## src/pkg/ebcs_pkg.sv

```systemverilog
// Package: modes, states, timing constants and carriers for the sequencer
package ebcs_pkg;

    localparam int EBCS_ADDR_W = 24;
    localparam int EBCS_DATA_W = 8;
    localparam int EBCS_NUM_CS = 4;
    localparam int EBCS_CS_W = 2;

    // Four-state-mode state length bounds, in system clocks
    localparam logic [3:0] EBCS_LEN_MIN = 4'h2;
    localparam logic [3:0] EBCS_LEN_MAX = 4'hF;
    localparam logic [3:0] EBCS_LEN_RESET = 4'h2;
    // Four-state mode has four states per transfer
    localparam int EBCS_T_STATES = 4;
    // Strobe mode has eight states per transfer
    localparam int EBCS_S_STATES = 8;
    // Extra cycle when the bus mode changes between accesses
    localparam logic [3:0] EBCS_SWITCH_CYCLES = 4'h1;

    typedef enum logic [1:0] {
        EBCS_MODE_NATIVE,
        EBCS_MODE_LATCH,
        EBCS_MODE_LATCH_MUX,
        EBCS_MODE_STROBE
    } ebcs_mode_t;

    // Per chip-select configuration
    typedef struct packed {
        ebcs_mode_t mode;
        logic [3:0] state_len;
    } ebcs_cs_cfg_t;

    // Access request from the CPU side
    typedef struct packed {
        logic [EBCS_ADDR_W-1:0] addr;
        logic [EBCS_DATA_W-1:0] wdata;
        logic write;
        logic io;
        logic [EBCS_CS_W-1:0] cs;
    } ebcs_req_t;

    // Bus control pins, all active high
    typedef struct packed {
        logic chip_select;
        logic address_latch_strobe;
        logic read_strobe;
        logic write_strobe;
        logic memory_request;
        logic io_request;
        logic read_not_write;
        logic address_strobe;
        logic data_strobe;
    } ebcs_ctl_t;

    localparam ebcs_ctl_t EBCS_CTL_IDLE = '{default: 1'b0};

endpackage

```

## src/core/ebcs_sequencer.sv

```systemverilog
// Bus cycle sequencer for the latch-enable and strobe bus modes
`timescale 1ns/1ps
`default_nettype none

// Overview of operation
// - Latch mode: T1 to T4 plus waits
// - Each state lasts 2 to 15 clocks
// - Latch strobe high at T1 start, low mid-T1
// - T3 holds outputs; early low ready adds waits
// - Separate read: capture at T4 start, end
// - Separate write: address, select, data in T1
// - Write strobe plus memory or io in T2
// - Write strobe drops at T4; buses held through T4
// - Muxed read: address on data bus in T1
// - Muxed read T2: release bus, read strobes
// - Muxed write T2: data replaces address, write strobe
// - Muxed write: strobe drops at T4, buses held
// - Strobe mode runs eight states S0 to S7
// - S0 read drives read_not_write high
// - S1 presents full 24-bit address
// - S2 asserts both strobes; S3 unchanged
// - Muxed T1: low address byte on data lines
// - S4 waits for acknowledge, whole-state waits
// - S7 captures data, drops both strobes
// - One extra clock on bus mode change
module ebcs_sequencer
    import ebcs_pkg::*;
(
    // Clock, reset, enable
    input wire logic core_clk_i,
    input wire logic reset_i,
    input wire logic clk_en_i,
    // Per chip-select configuration
    input wire ebcs_cs_cfg_t [EBCS_NUM_CS-1:0] cs_cfg_i,
    // CPU-side request
    input wire logic req_valid_i,
    input wire ebcs_req_t req_i,
    output logic req_ready_o,
    output logic rdata_valid_o,
    output logic [EBCS_DATA_W-1:0] rdata_o,
    // External bus
    input wire logic ready_i,
    input wire logic transfer_acknowledge_i,
    input wire logic [EBCS_DATA_W-1:0] data_i,
    output logic [EBCS_DATA_W-1:0] data_o,
    output logic data_oe_o,
    output logic [EBCS_ADDR_W-1:0] addr_o,
    output ebcs_ctl_t ctl_o,
    output logic [EBCS_CS_W-1:0] cs_sel_o
);

    typedef enum logic [3:0] {
        IDLE, SWITCH, T1, T2, T3, TW, T4,
        S0, S1, S2, S3, S4, S5, S6, S7
    } ebcs_state_t;

    ebcs_state_t state;
    ebcs_req_t cur;
    ebcs_cs_cfg_t cfg;
    ebcs_mode_t last_mode;
    logic last_valid;
    logic ready_low_seen;
    logic ack_seen;
    logic st_last;
    logic st_half;
    logic restart;
    logic latch_mode;
    logic muxed;

    assign latch_mode = (cfg.mode != EBCS_MODE_STROBE);
    assign muxed = (cfg.mode == EBCS_MODE_LATCH_MUX);
    assign restart = (state == IDLE) || (state == SWITCH);

    ebcs_state_timer u_timer (
        .core_clk_i(core_clk_i),
        .reset_i(reset_i),
        .clk_en_i(clk_en_i),
        .restart_i(restart),
        .len_i(cfg.state_len),
        .last_o(st_last),
        .half_o(st_half)
    );

    // Request capture; settings of the decoding chip select
    always_ff @(posedge core_clk_i)
    begin
        if (reset_i)
        begin
            cur <= '0;
            cfg <= '{mode: EBCS_MODE_LATCH, state_len: EBCS_LEN_RESET};
        end
        else if (clk_en_i && state == IDLE && req_valid_i)
        begin
            cur <= req_i;
            cfg <= cs_cfg_i[req_i.cs];
        end
    end

    // Ready sampled before T3; acknowledge sampled in S4
    always_ff @(posedge core_clk_i)
    begin
        if (reset_i)
        begin
            ready_low_seen <= 1'b0;
            ack_seen <= 1'b0;
        end
        else if (clk_en_i)
        begin
            if (state == T2 && !st_last && !ready_i)
                ready_low_seen <= 1'b1;
            else if (state == T1)
                ready_low_seen <= 1'b0;
            if ((state == S4 || state == S5) && st_last)
                ack_seen <= 1'b0;
            else if (state == S4 && !st_last && transfer_acknowledge_i)
                ack_seen <= 1'b1;
        end
    end

    // State sequencing
    always_ff @(posedge core_clk_i)
    begin
        if (reset_i)
        begin
            state <= IDLE;
            last_mode <= EBCS_MODE_NATIVE;
            last_valid <= 1'b0;
        end
        else if (clk_en_i)
        begin
            unique case (state)
                IDLE:
                    if (req_valid_i)
                    begin
                        last_mode <= cs_cfg_i[req_i.cs].mode;
                        last_valid <= 1'b1;
                        // Mode change costs one clock
                        if (last_valid &&
                            cs_cfg_i[req_i.cs].mode != last_mode &&
                            cs_cfg_i[req_i.cs].mode != EBCS_MODE_NATIVE)
                            state <= SWITCH;
                        else if (cs_cfg_i[req_i.cs].mode == EBCS_MODE_STROBE)
                            state <= S0;
                        else
                            state <= T1;
                    end
                SWITCH:
                    state <= latch_mode ? T1 : S0;
                T1: if (st_last) state <= T2;
                T2: if (st_last) state <= T3;
                T3:
                    if (st_last)
                        state <= (ready_low_seen && !ready_i) ? TW : T4;
                TW:
                    if (st_last && ready_i)
                        state <= T4;
                T4: if (st_last) state <= IDLE;
                S0: if (st_last) state <= S1;
                S1: if (st_last) state <= S2;
                S2: if (st_last) state <= S3;
                S3: if (st_last) state <= S4;
                S4:
                    if (st_last)
                        // Late acknowledge on the last clock is too late
                        state <= ack_seen ? S5 : S4;
                S5: if (st_last) state <= S6;
                S6: if (st_last) state <= S7;
                S7: if (st_last) state <= IDLE;
            endcase
        end
    end

    // Bus pin drive; registered outputs
    always_ff @(posedge core_clk_i)
    begin
        if (reset_i)
        begin
            ctl_o <= EBCS_CTL_IDLE;
            addr_o <= '0;
            data_o <= '0;
            data_oe_o <= 1'b0;
            cs_sel_o <= '0;
        end
        else if (clk_en_i)
        begin
            // Entering T1
            if ((state == IDLE && req_valid_i &&
                 !(last_valid && cs_cfg_i[req_i.cs].mode != last_mode &&
                   cs_cfg_i[req_i.cs].mode != EBCS_MODE_NATIVE) &&
                 cs_cfg_i[req_i.cs].mode != EBCS_MODE_STROBE) ||
                (state == SWITCH && latch_mode))
            begin
                ebcs_req_t r;
                r = (state == IDLE) ? req_i : cur;
                addr_o <= r.addr;
                cs_sel_o <= r.cs;
                ctl_o.chip_select <= 1'b1;
                ctl_o.address_latch_strobe <= 1'b1;
                if ((state == IDLE ? cs_cfg_i[req_i.cs].mode : cfg.mode)
                    == EBCS_MODE_LATCH_MUX)
                begin
                    data_o <= r.addr[EBCS_DATA_W-1:0];
                    data_oe_o <= 1'b1;
                end
                else
                begin
                    data_o <= r.wdata;
                    data_oe_o <= r.write;
                end
            end
            else if (state == T1 && st_half)
                ctl_o.address_latch_strobe <= 1'b0;
            else if (state == T1 && st_last)
            begin
                ctl_o.read_strobe <= !cur.write;
                ctl_o.write_strobe <= cur.write;
                ctl_o.memory_request <= !cur.io;
                ctl_o.io_request <= cur.io;
                if (muxed)
                begin
                    data_o <= cur.wdata;
                    data_oe_o <= cur.write;
                end
            end
            // Last clock of T3 or a wait, going to T4, drops the read and write strobes
            else if ((state == T3 || state == TW) &&
                     st_last && (state == T3 ?
                     !(ready_low_seen && !ready_i) : ready_i))
            begin
                ctl_o.read_strobe <= 1'b0;
                ctl_o.write_strobe <= 1'b0;
            end
            else if (state == T4 && st_last)
            begin
                ctl_o <= EBCS_CTL_IDLE;
                data_oe_o <= 1'b0;
            end
            else if (state == SWITCH || (state == IDLE && req_valid_i))
            begin
                if (!latch_mode && state == SWITCH ||
                    state == IDLE &&
                    cs_cfg_i[req_i.cs].mode == EBCS_MODE_STROBE)
                    ctl_o.read_not_write <= 1'b1;
            end
            else if (state == S0 && st_last)
            begin
                addr_o <= cur.addr;
                cs_sel_o <= cur.cs;
                ctl_o.chip_select <= 1'b1;
            end
            else if (state == S1 && st_last)
            begin
                ctl_o.address_strobe <= 1'b1;
                ctl_o.data_strobe <= 1'b1;
            end
            else if (state == S6 && st_last)
            begin
                ctl_o.address_strobe <= 1'b0;
                ctl_o.data_strobe <= 1'b0;
            end
            else if (state == S7 && st_last)
                ctl_o <= EBCS_CTL_IDLE;
        end
    end

    // Read data capture at the start of T4 or S7
    always_ff @(posedge core_clk_i)
    begin
        if (reset_i)
        begin
            rdata_o <= '0;
            rdata_valid_o <= 1'b0;
        end
        else if (clk_en_i)
        begin
            rdata_valid_o <= 1'b0;
            if (st_last && !cur.write &&
                ((state == S6) || (state == T3 &&
                 !(ready_low_seen && !ready_i)) ||
                 (state == TW && ready_i)))
            begin
                rdata_o <= data_i;
                rdata_valid_o <= 1'b1;
            end
        end
    end

    always_ff @(posedge core_clk_i)
    begin
        if (reset_i)
            req_ready_o <= 1'b0;
        else if (clk_en_i)
            req_ready_o <= (state == IDLE) && !req_valid_i;
    end

    // Assertions
    property p_t3_hold;
        @(posedge core_clk_i) disable iff (reset_i)
        (clk_en_i && state == T3 && !st_last) |=> $stable(ctl_o);
    endproperty
    a_t3_hold: assert property (p_t3_hold)
        else $error("bus pins changed inside T3");

    property p_ale_pulse;
        @(posedge core_clk_i) disable iff (reset_i)
        $rose(ctl_o.address_latch_strobe) |-> state == T1;
    endproperty
    a_ale_pulse: assert property (p_ale_pulse)
        else $error("latch strobe rose outside T1");

    property p_wr_t2;
        @(posedge core_clk_i) disable iff (reset_i)
        $rose(ctl_o.write_strobe) |->
            state == T2 && (ctl_o.memory_request ^ ctl_o.io_request);
    endproperty
    a_wr_t2: assert property (p_wr_t2)
        else $error("write strobe without T2 and one request");

    property p_wr_drop;
        @(posedge core_clk_i) disable iff (reset_i)
        $fell(ctl_o.write_strobe) |-> state == T4 && ctl_o.chip_select;
    endproperty
    a_wr_drop: assert property (p_wr_drop)
        else $error("write strobe fell outside T4");

    property p_rd_mux;
        @(posedge core_clk_i) disable iff (reset_i)
        $rose(ctl_o.read_strobe) && muxed |-> !data_oe_o;
    endproperty
    a_rd_mux: assert property (p_rd_mux)
        else $error("muxed read kept address on data bus");

    property p_strobes;
        @(posedge core_clk_i) disable iff (reset_i)
        $rose(ctl_o.address_strobe) |->
            ctl_o.data_strobe && state == S2 && ctl_o.read_not_write;
    endproperty
    a_strobes: assert property (p_strobes)
        else $error("strobes not raised together at S2");

    property p_s7;
        @(posedge core_clk_i) disable iff (reset_i)
        $fell(ctl_o.data_strobe) |-> state == S7 && rdata_valid_o;
    endproperty
    a_s7: assert property (p_s7)
        else $error("S7 capture or strobe drop missing");

    property p_switch;
        @(posedge core_clk_i) disable iff (reset_i)
        state == SWITCH && clk_en_i |=> state == T1 || state == S0;
    endproperty
    a_switch: assert property (p_switch)
        else $error("mode switch gap not one clock");

endmodule

`default_nettype wire

```

## src/core/ebcs_state_timer.sv

```systemverilog
// State-length timer: pulses on the last clock of each bus state
`timescale 1ns/1ps
`default_nettype none

module ebcs_state_timer
    import ebcs_pkg::*;
(
    // Clock and reset
    input wire logic core_clk_i,
    input wire logic reset_i,
    input wire logic clk_en_i,
    // Control
    input wire logic restart_i,
    input wire logic [3:0] len_i,
    // Status
    output logic last_o,
    output logic half_o
);

    logic [3:0] count;
    logic [3:0] len_eff;

    // Clamp to the legal range so a bad setting cannot hang a cycle
    always_comb
    begin
        if (len_i < EBCS_LEN_MIN)
            len_eff = EBCS_LEN_MIN;
        else
            len_eff = len_i;
    end

    always_ff @(posedge core_clk_i)
    begin
        if (reset_i)
            count <= 4'h0;
        else if (clk_en_i)
        begin
            if (restart_i || last_o)
                count <= 4'h0;
            else
                count <= count + 4'h1;
        end
    end

    assign last_o = (count == len_eff - 4'h1);
    assign half_o = (count == ((len_eff >> 1) - 4'h1));

endmodule

`default_nettype wire

```

## config.mk

```make
export PLATFORM = sky130hd
export DESIGN_NAME = ebcs_sequencer
export DESIGN_NICKNAME = d
export VERILOG_FILES = /design/src/pkg/ebcs_pkg.sv /design/src/core/ebcs_sequencer.sv /design/src/core/ebcs_state_timer.sv
export SDC_FILE = /design/constraint.sdc
export NUM_CORES = 1
export LEC_CHECK = 0
export BUFFER_PORTS_ARGS = -buffer_cell sky130_fd_sc_hd__buf_2
export CORE_MARGIN = 2
export CORE_UTILIZATION = 49
export CTS_CLUSTER_DIAMETER = 150
export CTS_CLUSTER_SIZE = 10
export DETAILED_ROUTE_END_ITERATION = 12
export PLACE_DENSITY = 0.77
export SLEW_MARGIN = 0
export SYNTH_ARGS = -nofsm -noshare
export SYNTH_HDL_FRONTEND = slang
export SYNTH_SLANG_ARGS = --single-unit
```

## constraint.sdc

```tcl
create_clock -name core_clk_i -period 2.72 [get_ports core_clk_i]
set_input_delay 0.136 -clock core_clk_i [delete_from_list [all_inputs] [get_ports core_clk_i]]
set_output_delay 0.136 -clock core_clk_i [all_outputs]
set_load 0.005 [all_outputs]
```

### Word-level counts from Yosys, hierarchy flattened

Index checks and enable logic that the tools add are counted.

* multipliers: 0
* eq/ne operators: 72
* shift-type cells: 0
* reductions and logical operators: 71
* divide/modulo/power cells: 0
* bitwise operators: 4
* multiplexer cells: 89
* add/sub/neg operators: 3
* magnitude comparators: 2

Operator list (count)
* 24-bit two-way mux: 7
* 9-bit two-way mux: 8
* 4-bit two-way mux: 16
* 7-bit two-way mux: 8
* 4-bit one-hot mux with 14 select lines: 1
* 8-bit two-way mux: 6
* 2-bit != test, second input constant: 22
* 36-bit two-way mux: 1
* 2-bit two-way mux: 16
* 8-bit AND reduction: 4
* 1-bit logical AND: 31
* 4-bit equality test, second input constant: 7
* 3-bit != test, second input constant: 8
* 6-bit != test, second input constant: 4
* 1-bit two-way mux: 18
* 9-bit != test, second input constant: 2
* 4-bit by 3-bit equality test with 1-bit output, second input constant: 4
* 4-bit != test, second input constant: 4
* 8-bit != test, second input constant: 2
* 7-bit != test, second input constant: 2
* 14-bit AND reduction: 1
* 6-bit binary-select mux with 2-bit select: 1
* 3-bit two-way mux: 4
* 6-bit two-way mux: 2
* 32 further kinds: 62

* latch bits: 0
* memory bits (writable): 0
* bits in read-only memories: 0
* memories: 0
* output and inout port bits: 54
* flip-flop bits (word level): 109
* bits of input ports: 74

### Longest topological paths before layout

Gate-level depths: netlist of run 1.

* depth in word-level cells: 27
* gate-level depth with buffers: 12

### By module

From an unflattened synthesis of run 1, not the netlist that was laid out.

* cell total of the unflattened synthesis: 650
* area total of the unflattened synthesis: 5615.4 um^2

By module, submodules not included
* ebcs_sequencer: cells each 604, area each 5220.0 um^2, times used 1, seq. area each 2082.0 um^2
* ebcs_state_timer: cells each 46, area each 395.4 um^2, times used 1, seq. area each 80.1 um^2

### Least setup slack after synthesis of run 1

Ideal clock, no wire load.

* kind: flip-flop to flip-flop
* from: reg cfg[3] in the netlist's numbering
* to: reg ctl_o[2] in the netlist's numbering
* buffers on the path: 1
* setup slack: -0.022 ns
* stages on the path, launching flop included: 11
* arrival: 2.610 ns
* data required time: 2.588 ns
* path through: dfxtp_1 clkbuf_1 o21bai_1 inv_1 ha_1 xnor2_1 or4b_2 o31ai_1 a211oi_1 o41ai_1 a21oi_1

* cells in the longest elaborated chain, start to end: 8
* elaborated cells between the ends (all ways): 25

RTL lines
* start: declaration: line ebcs_sequencer.sv:59 `ebcs_cs_cfg_t cfg;`
* start signal: assignment: line ebcs_sequencer.sv:90 `cfg <= '{mode: EBCS_MODE_LATCH, state_len: EBCS_LEN_RESET};`
* start signal: assignment: line ebcs_sequencer.sv:95 `cfg <= cs_cfg_i[req_i.cs];`
* 4-bit by 2-bit less-than comparator with 1-bit output: line ebcs_state_timer.sv:26 `if (len_i < EBCS_LEN_MIN)`
* 4-bit two-way mux *: line ebcs_state_timer.sv:26
* 4-bit by 1-bit subtractor with 4-bit output: line ebcs_state_timer.sv:45 `assign last_o = (count == len_eff - 4'h1);`
* 4-bit equality test: line ebcs_state_timer.sv:45
* 1-bit logical AND: line ebcs_sequencer.sv:226 `else if ((state == T3 || state == TW) &&`
* 1-bit logical AND: line ebcs_sequencer.sv:227 `st_last && (state == T3 ?`
* 9-bit by 2-bit != test with 1-bit output (no line), or another cell as far along
* 10-bit AND reduction (no line)
* end: declaration: line ebcs_sequencer.sv:48 `output ebcs_ctl_t ctl_o,`

Mark *: on every way between the ends. The rest lies on a longest branch, timed or not.
A chain may end at the register's enable or synchronous reset.

### Final worst setup path of run 1

Ends and elaborated chain as after synthesis.

==> results_dict.tcl, run 1 <==
set metrics [dict create \
    path_clk_slew_ps 80 \
    drt_iter0_markers 402 \
    netlist_instances 648 \
    root_buffer "clkbuf_16" \
    period_needed_ps 2620 \
    tns_ps 0 \
    cp_max_fo 11 \
    rows 38 \
    slew_viol_final 0 \
    multi_input_area_sq_um 3090 \
    endpoint_kind "flip-flop" \
    worst_slew_pin_slew_ps 630 \
    hold_class "in -> reg" \
    area_growth_pct 22.8 \
    fin_worst_skew_ps 11.3 \
    status "finished, final reports clean" \
    antenna_found_initial 0 \
    viasPerCell 5.88 \
    grt_pass1_wl_microns 25200 \
    synthesis.nets 726 \
    fin_crit_sh_pct 96.2 \
    syn-cell-area_sq_um 5530 \
    totalWireLength_microns 15900 \
    crit_type "reg -> reg" \
    first_pass_iters 5 \
    fin_area_sq_um 6790 \
    power_leakage_nw 2.87 \
    crit_required_ps 3010 \
    place_area_sq_um 6380 \
    io_pins 128 \
    insertion_delay_ps 360 \
    max_freq_ghz 0.382 \
    synth_edf_count 0 \
    start_util_pct 50.6 \
    power_density_nw_per_um2 920 \
    ys_types 67 \
    antenna_left 0 \
    final_core_util_pct 62.1 \
    grt_pass1_vias 5149 \
    numCtsBuffers 9 \
    htreeDepth 3 \
    core_sq_um 10900 \
    die_area_sq_um 12200 \
    finalWeightedCongestion 0.964 \
    startpoint_type "flip-flop" \
    numPortBuffers 127 \
    grt_max_degree 58 \
    maxCapViolCount 0 \
    max-vdd-ir-drop_uv 465 \
    syn_area_per_cell_sq_um 8.54 \
    die_y_microns 110 \
    ys_seq_area_share_pct 39.1 \
    grt_use_total_pct 26.7 \
    ys_warn_count 0 \
    setup_violations 0 \
    wl_per_cell_microns 17.3 \
    synth_flop_cell "dfxtp_1" \
    n_antenna_cell 0 \
    drive_above_1_share_pct 27.3 \
    maxSlewHeadroom_pct 58.0 \
    async_flop_share_pct 0 \
    cts_tree "done" \
    num-nets-final 852 \
    finalHoldViolCount 0 \
    die_x_microns 110 \
    drc 0 \
    register_area_sq_um 2160 \
    ys_seq_elements 108 \
    num-fill-cells 942 \
    grt_setup_unrepaired "yes" \
    critPathArrivalTime_ps 2910 \
    place_hpwl_microns 11200 \
    power_w 0.00625 \
    grt-ovfl-total 0 \
    via_count 5402 \
    cts_num_sinks 108 \
    clockBufferDepth 2 \
]
[layout make-up]
cell class	count	area share (%)
clock inverters	5	1.23
repair buffers	168	14.3
inverters	17	0.939
flip-flops and latches	108	31.8
well taps	140	2.58
clock buffers	11	3.57
multi-input cells	470	45.5
[placed cells by master (no fill, tap or decap), types with 10 or more instances in the layout]
cell,netlist,final
o21ai_0,12,11
buf_2,15,127
a22o_1,11,11
buf_4,2,38
a21oi_1,83,83
nor3_1,12,11
dfxtp_1,108,108
mux2i_1,37,37
inv_1,17,17
a211oi_1,29,29
mux2_2,10,10
nor2_1,33,33
nand3_1,10,10
nand2_1,106,106
[repair_timing]
action | in CTS | in global routing
hold buffers | 0 | 0
gates resized for setup | 1 | 4
setup buffers | 0 | 9
setup endpoints to repair | 4 | 49
[cell families (layout without fill, tap and decap cells)]
group           count (synthesis)  in the layout  synth area share, %
mux                            53             53                 11.4
simple gates                  205            205                 16.9
xor+xnor                        9              9                 1.92
flops                         108            108                 39.1
fa+ha+maj                       4              4                0.904
compound gates                199            199                 24.0
buf+inv                        70            201                 5.77
[per-stage QoR]
step           cells  hold slack (ps)  setup WS, ps
5_1_grt          919             27.3         -88.3
4_1_cts          910             14.6          11.0
3_5_place_dp     894              385         -9.73
2_1_floorplan    648              237         -2.99
3_3_place_gp     894              371          93.2
6_report         919             17.6           103
[cell usage after synthesis (all sizes together), types with 2 or more instances]
cell type	number	area [sq um]
xnor3	2	45.0
nand2	106	398
a22o	11	96.3
a22oi	9	67.6
a21oi	83	415
o31ai	6	50.1
nand3	10	50.1
nand3b	3	22.5
or3b	2	17.5
and3	3	18.8
or4	3	22.5
o21bai	3	22.5
mux2	10	113
nor2	33	124
buf	22	139
o211ai	5	37.5
a311oi	2	17.5
nand2b	6	37.5
o31a	4	35.0
nor2b	7	43.8
ha	4	50.1
o22ai	9	56.3
or4b	3	30.0
dfxtp	108	2160
o2111ai	3	26.3
mux2i	37	370
nor4	2	12.5
mux4	6	146
a211o	2	26.3
a41oi	2	17.5
inv	17	63.8
clkbuf	31	116
and2	8	50.1
xnor2	6	52.6
nand4	3	18.8
o41ai	2	17.5
a31o	2	26.3
a211oi	29	218
o21ai	12	60.1
a31oi	3	25.0
nor3	12	60.1
[where the power goes]
part / internal, W / leakage (nW) / switching, W
Clock: 0.000836 / 0.152 / 0.000608
Combinational: 0.00119 / 1.84 / 0.00157
Sequential: 0.00186 / 0.880 / 0.000181
[flip-flops by register name, indices dropped and copies added (netlist names)]
register and flops:
ack_seen 1, addr_o 24, cfg 6, cs_sel_o 2, ctl_o 8, cur 36, data_o 8, data_oe_o 1
last_mode 2, last_valid 1, rdata_o 8, rdata_valid_o 1, ready_low_seen 1, req_ready_o 1, state 4, u_timer.count 4
[worst paths after layout]
check,slack (ps),cells past startpoint,end,startpoint
setup / recovery,100,8,ctl_o[2]$_SDFFE_PP0P_,cfg[3]$_SDFFE_PP0P_
hold / removal,20,3,cur[30]$_SDFFE_PP0P_,req_i[30]
setup reg to reg,100,8,ctl_o[2]$_SDFFE_PP0P_,cfg[3]$_SDFFE_PP0P_
hold reg to reg,460,2,cur[8]$_SDFFE_PP0P_,cur[8]$_SDFFE_PP0P_
[metal layers]
metal  routed length [microns]  vias to the layer above  global-route usage (%)
met5                         0                        -                       0
met4                       404                        0                    12.6
met3                      1240                       29                    6.41
met2                      7550                      232                    42.7
met1                      6670                     2538                    33.9
li1                          -                     2603                       -
[worst max-delay path, stage by stage, from the launching register on]
cell and delay, ps:
dfxtp_1 320, buf_4 160, o31ai_1 330, ha_1 210, xnor3_1 230, and2_2 280
a31o_4 330, or4_1 540, a21oi_1 160
Power figures use the tool's default switching activity.
==> inputs of run 2 (changes only) <==
ABC_CLOCK_PERIOD_IN_PS = 2720   (was unset)
CELL_PAD_IN_SITES_DETAIL_PLACEMENT = 1   (was unset)
CELL_PAD_IN_SITES_GLOBAL_PLACEMENT = 2   (was unset)
CORE_UTILIZATION = 30   (was 49)
CTS_BUF_LIST = sky130_fd_sc_hd__clkbuf_4   (was unset)
PLACE_DENSITY = unset   (was 0.77)
PLACE_DENSITY_LB_ADDON = 0.1   (was unset)
==> run 2 against run 1 <==
  * Sequential power is essentially flat
  * Worst setup slack gained 9.7 ps
  * Total power shrank 6.6%
  * Utilization shrank 22 points
  * Final cell count grew 15%
  * Via count grew 4.8%
  * Critical endpoint is now data_o[6]$_SDFFE_PP0P_
  * Largest cell class unchanged
  * Highest routed layer unchanged
==> results_dict.tcl, run 2 (same netlist as run 1, synthesis figures left out) <==
set metrics [dict create \
    status "finished, final reports clean" \
    crit_type "reg -> reg" \
    io_pins 128 \
    max-vdd-ir-drop_uv 295 \
    maxSlewHeadroom_pct 45.9 \
    die_y_microns 140 \
    grt_use_total_pct 20.9 \
    max_freq_ghz 0.384 \
    die_x_microns 140 \
    final_core_util_pct 40.0 \
    power_w 0.00584 \
    multi_input_area_sq_um 3120 \
    fin_area_sq_um 7220 \
    largest_reg_flops 36 \
    rows 49 \
    area_growth_pct 30.4 \
    start_util_pct 30.7 \
    top_register "cur" \
    place_area_sq_um 6560 \
    numCtsBuffers 9 \
    viasPerCell 5.38 \
    place_hpwl_microns 13900 \
    fin_worst_skew_ps 20.3 \
    root_buffer "clkbuf_4" \
    first_pass_iters 4 \
    fin_crit_sh_pct 95.8 \
    htreeDepth 3 \
    antenna_found_initial 1 \
    cts_tree "done" \
    grt_pass1_vias 6131 \
    finalHoldViolCount 0 \
    startpoint_type "flip-flop" \
    drive_above_1_share_pct 26.5 \
    grt-ovfl-total 0 \
    insertion_delay_ps 490 \
    grt_max_degree 60 \
    slew_viol_final 0 \
    setup_violations 0 \
    maxCapViolCount 0 \
    wl_per_cell_microns 19.2 \
    worst_slew_pin_slew_ps 805 \
    crit_required_ps 3110 \
    tns_ps 0 \
    cts_num_sinks 108 \
    drc 0 \
    final_common_cell "buf_2" \
    dpl.cell_count 989 \
    path_clk_slew_ps 160 \
    antenna_left 0 \
    power_density_nw_per_um2 809 \
    drt_iter0_markers 248 \
    hold_class "in -> reg" \
    num-fill-cells 2148 \
    core_sq_um 18000 \
    power_leakage_nw 3.00 \
    grt_setup_unrepaired "yes" \
    via_count 5662 \
    final_cell_mix "buf_2, dfxtp_1, nand2_1, a21oi_1, dlygate4sd3_1" \
    register_area_sq_um 2160 \
    totalWireLength_microns 20200 \
    clockBufferDepth 2 \
    endpoint_kind "flip-flop" \
    num-nets-final 897 \
    finalWeightedCongestion 0.851 \
    die_area_sq_um 19500 \
    critPathArrivalTime_ps 3000 \
    cp_max_fo 8 \
    finish.cell_count_without_fillers 1053 \
    reg_top3 "cur (36), addr_o (24)" \
    numPortBuffers 127 \
    period_needed_ps 2610 \
    grt_pass1_wl_microns 32600 \
]
## run 2: worst paths after layout
| check | startpoint | to | slack, ps | cells past startpoint |
|---|---|---|---|---|
| worst max register to register | cfg[3]$_SDFFE_PP0P_ | data_o[6]$_SDFFE_PP0P_ | 110 | 9 |
| worst max-delay path | cfg[3]$_SDFFE_PP0P_ | data_o[6]$_SDFFE_PP0P_ | 110 | 9 |
| worst min register to register | cur[5]$_SDFFE_PP0P_ | cur[5]$_SDFFE_PP0P_ | 470 | 2 |
| worst min-delay path | transfer_acknowledge_i | ack_seen$_SDFFE_PP0P_ | 60 | 5 |
## run 2: worst max-delay path: stages (launching register included)
cell,delay (ps)
dfxtp_1,340
buf_4,150
o31ai_1,330
ha_1,300
xor2_1,250
and2_4,250
buf_4,130
a41oi_1,180
o21a_2,340
a22o_1,250
## run 2: repair_timing
action / CTS / global route
setup endpoints to repair: 8 / 41
setup buffers: 0 / 4
endpoints found under the hold margin: 66 / 0
pin swaps: 0 / 4
resized for setup: 4 / 9
hold buffers: 44 / 0
## run 2: stage by stage
step,hold WS [ps],worst slack (ps)
4_1_cts,31.3,23.9
3_3_place_gp,372,26.3
6_report,60.5,113
3_5_place_dp,388,-105
2_1_floorplan,237,-2.99
5_1_grt,78.1,-45.5
## run 2: metal layers
layer	global-route usage, %	up-vias	share of wire, %
met2	37.3	105	51
met1	25.8	2843	44
met4	7.21	0	2.3
met5	0	-	0
met3	2.65	26	3.0
li1	-	2688	-
## run 2: final cells by class
type / instances / area share [%]
Antenna cell: 1 / 0.0347
Clock buffer: 11 / 1.14
Clock inverter: 4 / 0.797
Inverter: 17 / 0.884
Multi-Input combinational cell: 470 / 43.3
Sequential cell: 108 / 30.0
Tap cell: 229 / 3.97
Timing Repair Buffer: 213 / 19.9
## run 2: power by group
| part | switching, W | internal, W | total [W] |
|---|---|---|---|
| Sequential | 0.000200 | 0.00186 | 0.00206 |
| Clock | 0.000584 | 0.000307 | 0.000891 |
| Combinational | 0.00168 | 0.00121 | 0.00289 |
| Total | 0.00246 | 0.00338 | 0.00584 |
==> inputs of run 3 (changes only) <==
ABC_CLOCK_PERIOD_IN_PS = 3000   (was 2720)
CORE_UTILIZATION = 35   (was 30)
clock period = 3 ns   (was 2.72 ns; I/O delays follow)
==> run 3 against run 2 <==
  * Flip-flop and latch count stayed put
  * Critical endpoint is now ctl_o[2]$_SDFFE_PP0P_
  * Highest routed layer unchanged
  * Clock power is 17% lower
  * Via count is 1.4% lower
  * Hold slack better by 50 ps
  * Largest cell class unchanged
  * First-iteration DRC count is 31% higher
  * Wire length is 4.4% lower
  * Non-clock buffer count is 13 lower
==> results_dict.tcl, run 3 (same netlist as run 1, synthesis figures left out) <==
set metrics [dict create \
    status "finished, final reports clean" \
    startpoint_type "flip-flop" \
    period_needed_ps 2840 \
    fin_area_sq_um 7000 \
    r2r_end "ctl_o[2]$_SDFFE_PP0P_" \
    critical_path.max_stage_delay_ps 710 \
    root_buffer "clkbuf_4" \
    htreeDepth 3 \
    antenna_found_initial 0 \
    num-nets-final 884 \
    viasPerCell 5.46 \
    insertion_delay_ps 500 \
    grt-ovfl-total 0 \
    final_common_cell "buf_2" \
    die_area_sq_um 16800 \
    first_pass_iters 4 \
    worst_slew_pin_slew_ps 769 \
    whs_path_depth 4 \
    rows 45 \
    max-vdd-ir-drop_uv 261 \
    drive_above_1_share_pct 24.5 \
    cts_tree "done" \
    wl_per_cell_microns 18.9 \
    dp_slack_ps 118 \
    die_y_microns 130 \
    hold_class "in -> reg" \
    grt_pass1_vias 5908 \
    via_count 5580 \
    hold-path-endpoint "cur[0]$_SDFFE_PP0P_" \
    path_clk_slew_ps 180 \
    rrSetupSlack_ps 160 \
    tns_ps 0 \
    power_leakage_nw 2.90 \
    largest_reg_flops 36 \
    fin_worst_skew_ps 17.7 \
    io_pins 128 \
    crit_chain "o21bai_1 -> inv_1 -> ha_1 -> xnor2_1 -> or4b_2 -> o31ai_2 -> a211oi_1 -> o41ai_1 -> a21oi_1" \
    endpoint_kind "flip-flop" \
    clockBufferDepth 2 \
    grt_setup_unrepaired "no" \
    p_int_w 0.00286 \
    fin_ws_ps 162 \
    place_area_sq_um 6420 \
    crit_family "compound AO/OA/AOI/OAI gates" \
    antenna_left 0 \
    maxCapViolCount 0 \
    setup_violations 0 \
    drt_iter0_markers 324 \
    pwr-share-clk_pct 14.6 \
    slew_viol_final 0 \
    final_cell_mix "buf_2, dfxtp_1, nand2_1, a21oi_1, dlygate4sd3_1" \
    numCtsBuffers 9 \
    die_x_microns 130 \
    crit_type "reg -> reg" \
    postCtsSetupRepairBufs 0 \
    switchingPower_w 0.00221 \
    finalWeightedCongestion 0.882 \
    start_util_pct 36.1 \
    cp_max_fo 4 \
    max_freq_ghz 0.352 \
    grt_use_total_pct 23.6 \
    top_register "cur" \
    drc 0 \
    place_hpwl_microns 13200 \
    totalWireLength_microns 19400 \
    fin_crit_sh_pct 94.6 \
    crit_path_top_delay_cell "or4b_2" \
    core_sq_um 15300 \
    grt_pass1_wl_microns 31000 \
    crit_required_ps 3370 \
    hold_start "req_i[0]" \
    cts_num_sinks 108 \
    crit_buf_inv 1 \
    pwr-share-comb_pct 48.3 \
    power_density_nw_per_um2 724 \
    maxSlewHeadroom_pct 48.2 \
    finalHoldViolCount 0 \
    critPathArrivalTime_ps 3210 \
    n_antenna_cell 0 \
    dpl.cell_count 961 \
    area_growth_pct 26.5 \
    swShare_pct 43.6 \
    seqPwrFrac_pct 37.0 \
    grt_max_degree 55 \
    reg_top3 "cur (36), addr_o (24)" \
    power_w 0.00507 \
    reg2reg_from "cfg[2]$_SDFFE_PP0P_" \
    finish.cell_count_without_fillers 1022 \
    numPortBuffers 127 \
    rr_worst_depth 9 \
]
run 3: layout make-up:
cell class / instances / area, sq um
fill: 1918 / 8310
clock inverter: 6 / 48.8
tap: 211 / 264
multi-input combinational: 470 / 3080
clock buffer: 10 / 75.1
sequential: 108 / 2160
inverter: 17 / 63.8
timing repair buffer: 200 / 1310
run 3: worst reg2reg max path, delay by kind of cell, from the launching register on:
family / cells / cell delay [ps]
compound gates: 5 / 1060
flops: 1 / 360
fa+ha+maj: 1 / 320
xor+xnor: 1 / 130
simple gates: 1 / 710
buf+inv: 1 / 130
run 3: worst max path at each step:
stage | startpoint | end | slack [ps] | cells past startpoint
global placement | cfg[3]$_SDFFE_PP0P_ | data_o[7]$_SDFFE_PP0P_ | 200 | 10
detailed placement | cfg[3]$_SDFFE_PP0P_ | ctl_o[2]$_SDFFE_PP0P_ | 120 | 9
global route | cfg[3]$_SDFFE_PP0P_ | ctl_o[1]$_SDFFE_PP0P_ | 0.7 | 9
CTS | cfg[2]$_SDFFE_PP0P_ | ctl_o[2]$_SDFFE_PP0P_ | 100 | 9
finish | cfg[2]$_SDFFE_PP0P_ | ctl_o[2]$_SDFFE_PP0P_ | 160 | 9
floorplan | cfg[3]$_SDFFE_PP0P_ | ctl_o[2]$_SDFFE_PP0P_ | 260 | 10
run 3: power by group through the flow:
stage	clock network [W]	logic (W)	registers, W
floorplan	0	0.00157	0.00187
global placement	0	0.00235	0.00189
detailed placement	0	0.00239	0.00191
CTS	0.000760	0.00245	0.00188
global route	0.000824	0.00269	0.00191
finish	0.000743	0.00245	0.00188
run 3: metrics by stage:
stage / utilization, % / hold WS, ps
after floorplan: - / 251
after global placement: 41.9 / 385
after detailed placement: 41.9 / 402
after CTS: 45.7 / 83.3
after global routing: 45.7 / 94.9
final: 45.7 / 111
run 3: repair_timing:
item | in CTS | in global routing
hold endpoints to repair | 66 | 0
hold buffers | 45 | 0
endpoints found under the setup margin | 0 | 9
resized for setup | 0 | 2
run 3: routing by layer:
metal	up-vias	global-route usage, %	routed length [microns]
met1	2780	29.6	8750
met5	-	0	0
met4	0	7.08	327
met2	106	41.8	9640
li1	2668	-	-
met3	26	3.90	636
